**config.mk**
```make
export PLATFORM = sky130hd
export DESIGN_NAME = mss_top
export DESIGN_NICKNAME = d
export VERILOG_FILES = /design/src/mss_pkg.sv /design/src/mss_top.sv
export SDC_FILE = /design/constraint.sdc
export NUM_CORES = 2
export LEC_CHECK = 0
export BUFFER_PORTS_ARGS = -buffer_cell sky130_fd_sc_hd__buf_2
export CAP_MARGIN = 40
export CELL_PAD_IN_SITES_DETAIL_PLACEMENT = 0
export CELL_PAD_IN_SITES_GLOBAL_PLACEMENT = 1
export CORE_MARGIN = 2
export CORE_UTILIZATION = 57
export CTS_CLUSTER_SIZE = 30
export DETAILED_ROUTE_END_ITERATION = 10
export GPL_TIMING_DRIVEN = 1
export PLACE_DENSITY_LB_ADDON = 0.1
export RECOVER_POWER = 50
export SYNTH_ARGS = -nofsm -noshare
export SYNTH_HDL_FRONTEND = slang
export SYNTH_SLANG_ARGS = --single-unit
```
**constraint.sdc**
```tcl
create_clock -name CLK -period 26 [get_ports CLK]
set_input_delay 7.8 -clock CLK [delete_from_list [all_inputs] [get_ports CLK]]
set_output_delay 7.8 -clock CLK [all_outputs]
set_load 0.02 [all_outputs]
```
**src/mss_pkg.sv**
```systemverilog
// Constants and carrier types of the motor start supervision block.
package mss_pkg;

	// Time base: a 100 ms tick derived from the 100 MHz clock.
	localparam int unsigned CLK_HZ      = 100_000_000;
	localparam int unsigned TICK_MS     = 100;
	localparam int unsigned TICK_CYC    = CLK_HZ / 1000 * TICK_MS;
	localparam logic [3:0]  TICKS_PER_S = 4'hA;
	localparam logic [15:0] SEC_PER_MIN = 16'h003C;

	// Depth of the start time history used by the starts-per-period window.
	localparam int unsigned HIST_DEPTH = 64;

	// Register byte addresses.
	localparam logic [7:0] A_CTRL    = 8'h00;
	localparam logic [7:0] A_T_START = 8'h04;
	localparam logic [7:0] A_T_LOCK  = 8'h08;
	localparam logic [7:0] A_T_STALL = 8'h0C;
	localparam logic [7:0] A_DLY     = 8'h10;
	localparam logic [7:0] A_ALLOW   = 8'h14;
	localparam logic [7:0] A_PERIOD  = 8'h18;
	localparam logic [7:0] A_CPERIOD = 8'h1C;
	localparam logic [7:0] A_COLD    = 8'h20;
	localparam logic [7:0] A_HOT     = 8'h24;
	localparam logic [7:0] A_HOTLVL  = 8'h28;
	localparam logic [7:0] A_STATUS  = 8'h2C;
	localparam logic [7:0] A_IRQ_ST  = 8'h30;
	localparam logic [7:0] A_IRQ_MSK = 8'h34;
	localparam logic [7:0] A_REMAIN  = 8'h38;
	localparam logic [7:0] A_LOCKOUT = 8'h3C;
	localparam logic [7:0] A_CNT0    = 8'h40;
	localparam logic [7:0] A_CNT_END = 8'h58;

	// Control register fields.
	localparam int CTRL_LR     = 0;
	localparam int CTRL_SR     = 1;
	localparam int CTRL_PERIOD = 2;
	localparam int CTRL_CONSEC = 3;
	localparam int CTRL_BSEL   = 4;

	// Event indices, shared by the interrupt status, mask and counter registers.
	localparam int EV_TRIP  = 0;
	localparam int EV_EXC   = 1;
	localparam int EV_LOCK  = 2;
	localparam int EV_STALL = 3;
	localparam int EV_INH   = 4;
	localparam int EV_START = 5;
	localparam int NUM_EV   = 6;

	// Settings carried as one word; times in 100 ms, delays in s, periods in min.
	typedef struct packed {
		logic [2:0]  block_sel;
		logic        consec_en;
		logic        period_en;
		logic        sr_en;
		logic        lr_en;
		logic [11:0] t_start;
		logic [11:0] t_lock;
		logic [11:0] t_stall;
		logic [12:0] dly;
		logic [5:0]  allow;
		logic [8:0]  period;
		logic [6:0]  cperiod;
		logic [2:0]  cold;
		logic [2:0]  hot;
		logic [6:0]  hot_lvl;
	} mss_cfg_s;

	localparam mss_cfg_s CFG_RST = '{block_sel: 3'h0, consec_en: 1'b1, period_en: 1'b1,
		sr_en: 1'b1, lr_en: 1'b1, t_start: 12'h032, t_lock: 12'h01E, t_stall: 12'h00A,
		dly: 13'h0005, allow: 6'h0A, period: 9'h03C, cperiod: 7'h0A, cold: 3'h2,
		hot: 3'h1, hot_lvl: 7'h32};

	// Latched locked-rotor indications.
	typedef struct packed {
		logic trip;
		logic exc;
		logic lock;
		logic stall;
	} mss_lr_s;

endpackage : mss_pkg

```
**src/mss_top.sv**
```systemverilog
// Motor start supervision: locked-rotor timing and start-rate inhibit.
//
// Notes on behaviour
// - With rotation, starting held longer than start-up time flags excessive start.
// - Without rotation, starting held longer than locked start time flags locked start.
// - Stalling held longer than stall time flags a stall.
// - Locked-rotor trip rises in the same cycle as any of the three conditions.
// - Stopped machine clears all locked-rotor outputs and duration timers.
// - Start-up current taken as maximum, so start-up time limit is a constant.
// - Separate event counters for trip, excessive start, locked start and stall.
// - Any reached enabled start-rate criterion blocks the breaker close command.
// - Minimum delay between two starts, 0 to 5400 s, default 5 s.
// - Starts within a sliding period limited to 1 to 60, period 1 to 360 min.
// - Each start-rate criterion has its own enable; they may act together. The spacing delay has none and acts whenever start-rate supervision is on.
// - Cold starts counted in consecutive period; inhibit when cold allowance reached.
// - Hot starts counted in consecutive period; inhibit when hot allowance reached.
// - Hot or cold state comes from thermal overload, valid only when it is enabled.
// - Inhibit may be blocked by one selectable source: none or variable 1 to 4.
// - Machine is hot when thermal level exceeds the hot state threshold.
// - Report remaining permitted starts and remaining lockout time in seconds.
//
// The register offsets and the address-and-strobe port were chosen for this implementation.
`timescale 1ns/10ps

module mss_top #(
	parameter int unsigned TICK_CYCLES = mss_pkg::TICK_CYC
) (
	input  wire logic        CLK,
	input  wire logic        RESET,
	input  wire logic [7:0]  ADDR,
	input  wire logic [31:0] WDATA,
	input  wire logic        WR,
	input  wire logic        RD,
	output logic      [31:0] RDATA,
	input  wire logic        STARTING,
	input  wire logic        STALLING,
	input  wire logic        STOPPED,
	input  wire logic        ROTATION,
	input  wire logic [3:0]  BLOCK_VAR,
	input  wire logic        THERM_EN,
	input  wire logic [6:0]  THERM_LVL,
	output logic             LR_TRIP,
	output logic             EXC_START,
	output logic             LOCK_START,
	output logic             STALL_TRIP,
	output logic             CLOSE_INHIBIT,
	output logic             HOT_STATE,
	output logic             IRQ
);
	import mss_pkg::*;

	////////////////////////////////////////////////////////////////////////////////
	// Pin synchronisers and time base.

	logic [4:0]  pin_m;
	logic [4:0]  pin_s;
	logic        rot;
	logic [23:0] div_cnt;
	logic [23:0] next_div_cnt;
	logic [3:0]  sub_cnt;
	logic [3:0]  next_sub_cnt;
	logic        tick;
	logic        next_tick;
	logic        sec;
	logic        next_sec;
	logic [15:0] now_s;
	logic [15:0] next_now_s;

	// Rotation and block variables are relay pins; bit 0 is rotation.
	always_ff @(posedge CLK or posedge RESET) begin
		if (RESET) begin
			pin_m <= '0;
			pin_s <= '0;
		end else begin
			pin_m <= {BLOCK_VAR, ROTATION};
			pin_s <= pin_m;
		end
	end
	assign rot = pin_s[0];

	// One divider gives the 100 ms tick and the 1 s step for every timer.
	always_comb begin
		next_div_cnt = div_cnt + 24'h1;
		next_tick    = 1'b0;
		next_sub_cnt = sub_cnt;
		next_sec     = 1'b0;
		next_now_s   = now_s;
		if (div_cnt == 24'(TICK_CYCLES - 1)) begin
			next_div_cnt = '0;
			next_tick    = 1'b1;
			if (sub_cnt == TICKS_PER_S - 4'h1) begin
				next_sub_cnt = '0;
				next_sec     = 1'b1;
				next_now_s   = now_s + 16'h1;
			end else begin
				next_sub_cnt = sub_cnt + 4'h1;
			end
		end
	end

	// Time base registers.
	always_ff @(posedge CLK or posedge RESET) begin
		if (RESET) begin
			div_cnt <= '0;
			sub_cnt <= '0;
			tick    <= 1'b0;
			sec     <= 1'b0;
			now_s   <= '0;
		end else begin
			div_cnt <= next_div_cnt;
			sub_cnt <= next_sub_cnt;
			tick    <= next_tick;
			sec     <= next_sec;
			now_s   <= next_now_s;
		end
	end

	////////////////////////////////////////////////////////////////////////////////
	// Locked-rotor supervision.

	mss_cfg_s    cfg;
	mss_lr_s     lr;
	mss_lr_s     next_lr;
	logic [11:0] start_t;
	logic [11:0] next_start_t;
	logic [11:0] stall_t;
	logic [11:0] next_stall_t;

	// Timers count whole ticks while the indication stays set and saturate.
	// The start-up limit is a plain constant setting: no current weighting.
	always_comb begin
		next_lr      = lr;
		next_start_t = start_t;
		next_stall_t = stall_t;
		if (!STARTING) begin
			next_start_t = '0;
		end else if (tick && start_t != 12'hFFF) begin
			next_start_t = start_t + 12'h1;
		end
		if (!STALLING) begin
			next_stall_t = '0;
		end else if (tick && stall_t != 12'hFFF) begin
			next_stall_t = stall_t + 12'h1;
		end
		if (cfg.lr_en && STARTING && rot && start_t > cfg.t_start) begin
			next_lr.exc = 1'b1;
		end
		if (cfg.lr_en && STARTING && !rot && start_t > cfg.t_lock) begin
			next_lr.lock = 1'b1;
		end
		if (cfg.lr_en && STALLING && stall_t > cfg.t_stall) begin
			next_lr.stall = 1'b1;
		end
		next_lr.trip = next_lr.exc | next_lr.lock | next_lr.stall;
		if (STOPPED) begin
			next_lr      = '0;
			next_start_t = '0;
			next_stall_t = '0;
		end
	end

	// Indications latch until the machine is seen stopped.
	always_ff @(posedge CLK or posedge RESET) begin
		if (RESET) begin
			lr      <= '0;
			start_t <= '0;
			stall_t <= '0;
		end else begin
			lr      <= next_lr;
			start_t <= next_start_t;
			stall_t <= next_stall_t;
		end
	end

	////////////////////////////////////////////////////////////////////////////////
	// Start history for the sliding starts-per-period window.

	logic                  start_q;
	logic                  start_edge;
	logic [15:0]           hist_t [HIST_DEPTH];
	logic [HIST_DEPTH-1:0] hist_v;
	logic [HIST_DEPTH-1:0] next_hist_v;
	logic [5:0]            wr_ptr;
	logic [5:0]            next_wr_ptr;
	logic [5:0]            scan_ptr;
	logic [6:0]            act_cnt;
	logic [6:0]            next_act_cnt;
	logic [15:0]           age;

	assign start_edge = STARTING && !start_q;

	// One entry is aged per cycle; a full sweep takes far less than a second,
	// so no live stamp can alias against the 16-bit seconds counter.
	always_comb begin
		next_hist_v  = hist_v;
		next_act_cnt = act_cnt;
		next_wr_ptr  = wr_ptr;
		age          = now_s - hist_t[scan_ptr];
		if (hist_v[scan_ptr] && age >= 16'(cfg.period) * SEC_PER_MIN) begin
			next_hist_v[scan_ptr] = 1'b0;
			next_act_cnt          = act_cnt - 7'h1;
		end
		if (start_edge && cfg.period_en) begin
			if (!next_hist_v[wr_ptr]) begin
				next_act_cnt = next_act_cnt + 7'h1;
			end
			next_hist_v[wr_ptr] = 1'b1;
			next_wr_ptr         = wr_ptr + 6'h1;
		end
	end

	// History control registers.
	always_ff @(posedge CLK or posedge RESET) begin
		if (RESET) begin
			start_q  <= 1'b0;
			hist_v   <= '0;
			act_cnt  <= '0;
			wr_ptr   <= '0;
			scan_ptr <= '0;
		end else begin
			start_q  <= STARTING;
			hist_v   <= next_hist_v;
			act_cnt  <= next_act_cnt;
			wr_ptr   <= next_wr_ptr;
			scan_ptr <= scan_ptr + 6'h1;
		end
	end

	// Stamp memory has no reset; the valid bits guard it.
	always_ff @(posedge CLK) begin
		if (start_edge && cfg.period_en) begin
			hist_t[wr_ptr] <= now_s;
		end
	end

	////////////////////////////////////////////////////////////////////////////////
	// Start-rate criteria and inhibit.

	logic [12:0] dly_rem;
	logic [12:0] next_dly_rem;
	logic [12:0] win_rem;
	logic [12:0] next_win_rem;
	logic [2:0]  cold_n;
	logic [2:0]  next_cold_n;
	logic [2:0]  hot_n;
	logic [2:0]  next_hot_n;
	logic        hot;
	logic        blocked;
	logic        crit_dly;
	logic        crit_per;
	logic        crit_con;
	logic        inh;
	logic        next_inh;
	logic [2:0]  remain;
	logic [2:0]  next_remain;
	logic [12:0] lockout;
	logic [12:0] next_lockout;

	// Without thermal overload enabled the machine is always taken as cold.
	assign hot      = THERM_EN && THERM_LVL > cfg.hot_lvl;
	assign blocked  = cfg.block_sel != 3'h0 && cfg.block_sel <= 3'h4
		&& pin_s[cfg.block_sel];
	assign crit_dly = dly_rem != 13'h0;
	assign crit_per = cfg.period_en && act_cnt >= {1'b0, cfg.allow};
	assign crit_con = cfg.consec_en && (cold_n >= cfg.cold || hot_n >= cfg.hot);

	// Timers step on the 1 s pulse; a new start reloads the spacing timer and
	// opens a consecutive window when none is running.
	always_comb begin
		next_dly_rem = dly_rem;
		next_win_rem = win_rem;
		next_cold_n  = cold_n;
		next_hot_n   = hot_n;
		if (sec && dly_rem != 13'h0) begin
			next_dly_rem = dly_rem - 13'h1;
		end
		if (start_edge) begin
			next_dly_rem = cfg.dly;
		end
		if (sec && win_rem != 13'h0) begin
			next_win_rem = win_rem - 13'h1;
			if (win_rem == 13'h1) begin
				next_cold_n = '0;
				next_hot_n  = '0;
			end
		end
		if (start_edge && cfg.consec_en) begin
			if (next_win_rem == 13'h0) begin
				next_win_rem = 13'(16'(cfg.cperiod) * SEC_PER_MIN);
			end
			if (hot && next_hot_n != 3'h7) begin
				next_hot_n = next_hot_n + 3'h1;
			end else if (!hot && next_cold_n != 3'h7) begin
				next_cold_n = next_cold_n + 3'h1;
			end
		end
		next_inh = cfg.sr_en && !blocked && (crit_dly || crit_per || crit_con);
		if (hot) begin
			next_remain = cfg.hot > hot_n ? cfg.hot - hot_n : 3'h0;
		end else begin
			next_remain = cfg.cold > cold_n ? cfg.cold - cold_n : 3'h0;
		end
		// Lockout covers the spacing and consecutive timers; the sliding
		// window has no single expiry time and is not included.
		next_lockout = dly_rem;
		if (crit_con && win_rem > dly_rem) begin
			next_lockout = win_rem;
		end
	end

	// Start-rate registers.
	always_ff @(posedge CLK or posedge RESET) begin
		if (RESET) begin
			dly_rem <= '0;
			win_rem <= '0;
			cold_n  <= '0;
			hot_n   <= '0;
			inh     <= 1'b0;
			remain  <= '0;
			lockout <= '0;
		end else begin
			dly_rem <= next_dly_rem;
			win_rem <= next_win_rem;
			cold_n  <= next_cold_n;
			hot_n   <= next_hot_n;
			inh     <= next_inh;
			remain  <= next_remain;
			lockout <= next_lockout;
		end
	end

	////////////////////////////////////////////////////////////////////////////////
	// Register file, event counters and interrupt.

	mss_cfg_s           next_cfg;
	logic [NUM_EV-1:0]  ev;
	logic [NUM_EV-1:0]  irq_st;
	logic [NUM_EV-1:0]  next_irq_st;
	logic [NUM_EV-1:0]  irq_msk;
	logic [NUM_EV-1:0]  next_irq_msk;
	logic [15:0]        evt_cnt [NUM_EV];
	logic [15:0]        next_evt_cnt [NUM_EV];
	logic [31:0]        rdata;
	logic [31:0]        next_rdata;
	logic               irq;
	logic               next_irq;
	logic [7:0]         cnt_off;

	// Events are rising edges of the latched indications, of the inhibit and of the starting input.
	assign ev[EV_TRIP]  = next_lr.trip && !lr.trip;
	assign ev[EV_EXC]   = next_lr.exc && !lr.exc;
	assign ev[EV_LOCK]  = next_lr.lock && !lr.lock;
	assign ev[EV_STALL] = next_lr.stall && !lr.stall;
	assign ev[EV_INH]   = next_inh && !inh;
	assign ev[EV_START] = start_edge;
	assign cnt_off      = ADDR - A_CNT0;

	// Writes, write-one-to-clear status with set winning, and the read mux.
	always_comb begin
		next_cfg     = cfg;
		next_irq_msk = irq_msk;
		next_irq_st  = irq_st;
		for (int i = 0; i < NUM_EV; i++) begin
			next_evt_cnt[i] = evt_cnt[i] + {15'h0, ev[i]};
		end
		if (WR) begin
			unique case (ADDR)
				A_CTRL: begin
					next_cfg.lr_en     = WDATA[CTRL_LR];
					next_cfg.sr_en     = WDATA[CTRL_SR];
					next_cfg.period_en = WDATA[CTRL_PERIOD];
					next_cfg.consec_en = WDATA[CTRL_CONSEC];
					next_cfg.block_sel = WDATA[CTRL_BSEL+:3];
				end
				A_T_START: next_cfg.t_start = WDATA[11:0];
				A_T_LOCK:  next_cfg.t_lock  = WDATA[11:0];
				A_T_STALL: next_cfg.t_stall = WDATA[11:0];
				A_DLY:     next_cfg.dly     = WDATA[12:0];
				A_ALLOW:   next_cfg.allow   = WDATA[5:0];
				A_PERIOD:  next_cfg.period  = WDATA[8:0];
				A_CPERIOD: next_cfg.cperiod = WDATA[6:0];
				A_COLD:    next_cfg.cold    = WDATA[2:0];
				A_HOT:     next_cfg.hot     = WDATA[2:0];
				A_HOTLVL:  next_cfg.hot_lvl = WDATA[6:0];
				A_IRQ_ST:  next_irq_st      = irq_st & ~WDATA[NUM_EV-1:0];
				A_IRQ_MSK: next_irq_msk     = WDATA[NUM_EV-1:0];
				default: begin
				end
			endcase
		end
		next_irq_st = next_irq_st | ev;
		next_irq    = |(next_irq_st & next_irq_msk);
		next_rdata  = '0;
		if (RD) begin
			unique case (ADDR)
				A_CTRL: begin
					next_rdata[CTRL_LR]       = cfg.lr_en;
					next_rdata[CTRL_SR]       = cfg.sr_en;
					next_rdata[CTRL_PERIOD]   = cfg.period_en;
					next_rdata[CTRL_CONSEC]   = cfg.consec_en;
					next_rdata[CTRL_BSEL+:3]  = cfg.block_sel;
				end
				A_T_START: next_rdata[11:0] = cfg.t_start;
				A_T_LOCK:  next_rdata[11:0] = cfg.t_lock;
				A_T_STALL: next_rdata[11:0] = cfg.t_stall;
				A_DLY:     next_rdata[12:0] = cfg.dly;
				A_ALLOW:   next_rdata[5:0]  = cfg.allow;
				A_PERIOD:  next_rdata[8:0]  = cfg.period;
				A_CPERIOD: next_rdata[6:0]  = cfg.cperiod;
				A_COLD:    next_rdata[2:0]  = cfg.cold;
				A_HOT:     next_rdata[2:0]  = cfg.hot;
				A_HOTLVL:  next_rdata[6:0]  = cfg.hot_lvl;
				A_STATUS:  next_rdata[5:0]  = {hot, inh, lr.stall, lr.lock, lr.exc, lr.trip};
				A_IRQ_ST:  next_rdata[5:0]  = irq_st;
				A_IRQ_MSK: next_rdata[5:0]  = irq_msk;
				A_REMAIN:  next_rdata[2:0]  = remain;
				A_LOCKOUT: next_rdata[12:0] = lockout;
				default: begin
					if (ADDR >= A_CNT0 && ADDR < A_CNT_END && ADDR[1:0] == 2'h0) begin
						next_rdata[15:0] = evt_cnt[cnt_off[4:2]];
					end
				end
			endcase
		end
	end

	// Register file state.
	always_ff @(posedge CLK or posedge RESET) begin
		if (RESET) begin
			cfg     <= CFG_RST;
			irq_st  <= '0;
			irq_msk <= '0;
			rdata   <= '0;
			irq     <= 1'b0;
			for (int i = 0; i < NUM_EV; i++) begin
				evt_cnt[i] <= '0;
			end
		end else begin
			cfg     <= next_cfg;
			irq_st  <= next_irq_st;
			irq_msk <= next_irq_msk;
			rdata   <= next_rdata;
			irq     <= next_irq;
			for (int i = 0; i < NUM_EV; i++) begin
				evt_cnt[i] <= next_evt_cnt[i];
			end
		end
	end

	logic remain_hot;

	// Outputs come straight from their flip-flops.
	assign RDATA         = rdata;
	assign LR_TRIP       = lr.trip;
	assign EXC_START     = lr.exc;
	assign LOCK_START    = lr.lock;
	assign STALL_TRIP    = lr.stall;
	assign CLOSE_INHIBIT = inh;
	assign HOT_STATE     = remain_hot;
	assign IRQ           = irq;

	// Hot state is registered for the output pin.
	always_ff @(posedge CLK or posedge RESET) begin
		if (RESET) begin
			remain_hot <= 1'b0;
		end else begin
			remain_hot <= hot;
		end
	end

endmodule : mss_top

```
==> flow_summary.yaml <==
critical_path:
  crit_arrival_ns: 14.96
  cpMostUsedCell: "a21oi_1"
  crit_path_max_incr_delay_ns: 2.04
  r2r_start: "scan_ptr[0]"
  end_kind: "register"
  crit_path_start_kind: "register"
  worstReg2RegEnd: "act_cnt[1]"
  crit_fanout: 50
  critPathSlowestCell: "clkbuf_1"
  rr_worst_depth: 38
  rrSetupSlack_ns: 11.69
  critPathKind: "register to register"
  cp.required_ns: 26.65
  critPathCapture: "act_cnt[1]"
  startpoint: "scan_ptr[0]"
sta:
  setup-tns-final_ns: 0
  setup-violations-final: 0
  tightestPinTransition_ns: 3.950
  skew_ns: 0.04049
  final_max_slew_viol_count: 1557
  holdWs_ns: 0.3550
  hold_viol_final: 0
  maxSlewHeadroom: -1.634
  max_freq_mhz: 69.89
  finalWorstPathRequiredPeriod_ns: 14.31
  finalCritPeriodShare: 0.5503
  rsz0062_at_grt: "false"
placement:
  dp_cells: 5805
  place_congestion: 0.9636
  hpwl_um: 104900
  port_buffers: 63
yosys:
  yosys.cell_types.count: 83
  synth_area_leaders: "edfxtp_1 50%, dfrtp_1 16%, a22oi_1 4.8%"
  synthArstFlopShare: 0.2977
  ys.flop_type: "edfxtp_1"
  synth_seq_cells: 1458
  synth_top_area_share: 0.4952
  syn-cell-area_mm2: 0.06209
  yosysMostFrequentCell: "edfxtp_1"
  syn_inst: 4404
  avgSynthCellArea_um2: 14.10
  synth-edff-count: 1024
  yosys-top-cells-count: "1024 x edfxtp_1, 406 x dfrtp_1, 397 x a22oi_1"
  seq_area_frac_synth: 0.6707
  yosysTopAreaCell: "edfxtp_1"
  yosys_warnings: 0
floorplanning:
  die_y_um: 334.1
  io_pins: 99
  start_util: 0.5728
  die_area_mm2: 0.1116
  rows: 121
  coreArea_mm2: 0.1084
  fp.dieW_um: 334.1
cells_and_area:
  finish.utilization: 0.6412
  regArea_mm2: 0.04167
  multi_input_area_mm2: 0.01897
  fin_cells: 6080
  syn2layout_area_growth_pct: 11.94
  fill_cells: 8037
  drive_gt1_frac: 0.1363
  nets: 4786
detailed_routing:
  wl_per_cell_um: 28.63
  drtAntennaViolNets: 0
  first_pass_iters: 5
  avgViaCountPerCell: 6.497
  drtIter0Drc: 4282
  routed_wl_um: 174100
  drc: 0
  vias: 39500
cts:
  post-cts-setup-buffers: 0
  hold_buffers: 0
  numClockSinks: 1458
  worstSkewPairLatency_ns: 0.78
  numCtsBuffers: 150
  cts_root_buf: "clkbuf_16"
  cts_tree: "built"
  cts_buffer_depth: 3
  cts_resized: 0
  htreeDepth: 4
  clkTransAtPathRegs_ns: 0.06
global_route:
  grt_pass1_vias: 39150
  grt_antenna_before_repair: 2
  grt_pass1_wl_um: 257200
  grtUsageMet1: 0.4224
  grt_busiest_layer: "met2"
  use_met3: 0.05149
  grt_util_met2: 0.4988
  grt_overflow_total: 0
  track_usage: 0.3130
  grt_max_degree: 108
min_path:
  hold_class: "register to register"
job:
  cap_violations: 26
power_and_ir_drop:
  leakage_nw: 27.02
  ir_worst_vdd_mv: 0.05896
  report.power.total_w: 0.004980
  p_per_area_mw_per_mm2: 71.66
run_status:
  violations: "max-capacitance violations, max-slew violations"
  outcome: "finished with violations"
==> final cells by class <==
class                           count  area share
Clock buffer                      185     0.05692
Clock inverter                     89     0.01464
Multi-Input combinational cell   2554      0.2729
Antenna cell                        1  0.00003600
Timing Repair Buffer              217     0.02182
Inverter                          162    0.008767
Tap cell                         1414     0.02545
Sequential cell                  1458      0.5995
==> worst max-delay path: cells and delay by family, from the launching register on <==
kind / cells / cell delay, ns
xor gates and xnor gates: 1 / 0.10
muxes: 1 / 0.32
DFF: 1 / 0.32
AOI/OAI and AO/OA: 20 / 3.39
and+or+nand+nor: 6 / 3.50
buffers and inverters: 7 / 5.56
adders and majority gates: 3 / 0.89
==> how the worst min path moves through the flow <==
stage / start / endpoint / cells after the start / slack (ns)
after floorplan: pin_m[0] / pin_s[0] / 0 / 0.33
after global placement: pin_m[3] / pin_s[3] / 0 / 0.34
after detailed placement: pin_m[0] / pin_s[0] / 0 / 0.34
after CTS: pin_m[3] / pin_s[3] / 0 / 0.36
after global routing: pin_m[1] / pin_s[1] / 0 / 0.37
final: pin_m[2] / pin_s[2] / 0 / 0.35
==> flip-flops by register name, summed over array words and instances, names as in the netlist, 7 cells and up <==
name,count
cfg,91
stall_t,12
hist_t,1024
lockout,13
div_cnt,24
hist_v,64
evt_cnt,96
act_cnt,7
now_s,16
dly_rem,13
start_t,12
RDATA,16
win_rem,13
==> kinds of logic after synthesis <==
family,Yosys count,synth area share
other cells,1,0.00006039
mux,182,0.03639
fa+ha+maj,183,0.04038
xor+xnor,214,0.03019
compound gates,1142,0.1306
buf+inv,407,0.02630
simple gates,817,0.06543
flops,1458,0.6707
==> metal layers <==
| metal | up-vias | share of wire |
|---|---|---|
| li1 | 17320 | - |
| met4 | 0 | 0.051 |
| met5 | - | 0 |
| met2 | 1904 | 0.47 |
| met3 | 381 | 0.085 |
| met1 | 19900 | 0.39 |
==> cell usage in the layout, fill, tap and decap left out, types with 36 or more instances in the layout <==
cell,instances
and3_1,53
clkbuf_1,59
a31oi_1,96
nand4_1,71
clkbuf_16,151
nor2_1,180
nand3_1,115
buf_2,64
a22oi_1,397
edfxtp_1,1024
a22o_1,91
a221oi_1,86
buf_4,110
xnor2_1,142
mux2_2,117
inv_1,160
nand2_1,190
mux2i_1,36
ha_1,154
xor2_1,72
a21oi_1,99
dfrtp_1,388
o21ai_0,170
a21o_1,43
==> stage by stage <==
| step | setup slack, ns | cell area [um^2] |
|---|---|---|
| finish | 11.69 | 69510 |
| global route | 11.05 | 69500 |
| CTS | 15.59 | 69660 |
| detailed placement | 14.87 | 64690 |
| global placement | 14.71 | 64440 |
| floorplan | 6.158 | 62150 |
==> where the power goes <==
| group | internal, W | switching [W] | total [W] | leakage (nW) |
|---|---|---|---|---|
| clock network | 0.00124 | 0.000920 | 0.00216 | 2.42 |
| logic | 0.000100 | 0.000143 | 0.000243 | 7.87 |
| registers | 0.00252 | 0.0000611 | 0.00258 | 16.7 |
(Power assumes the default switching activity.)
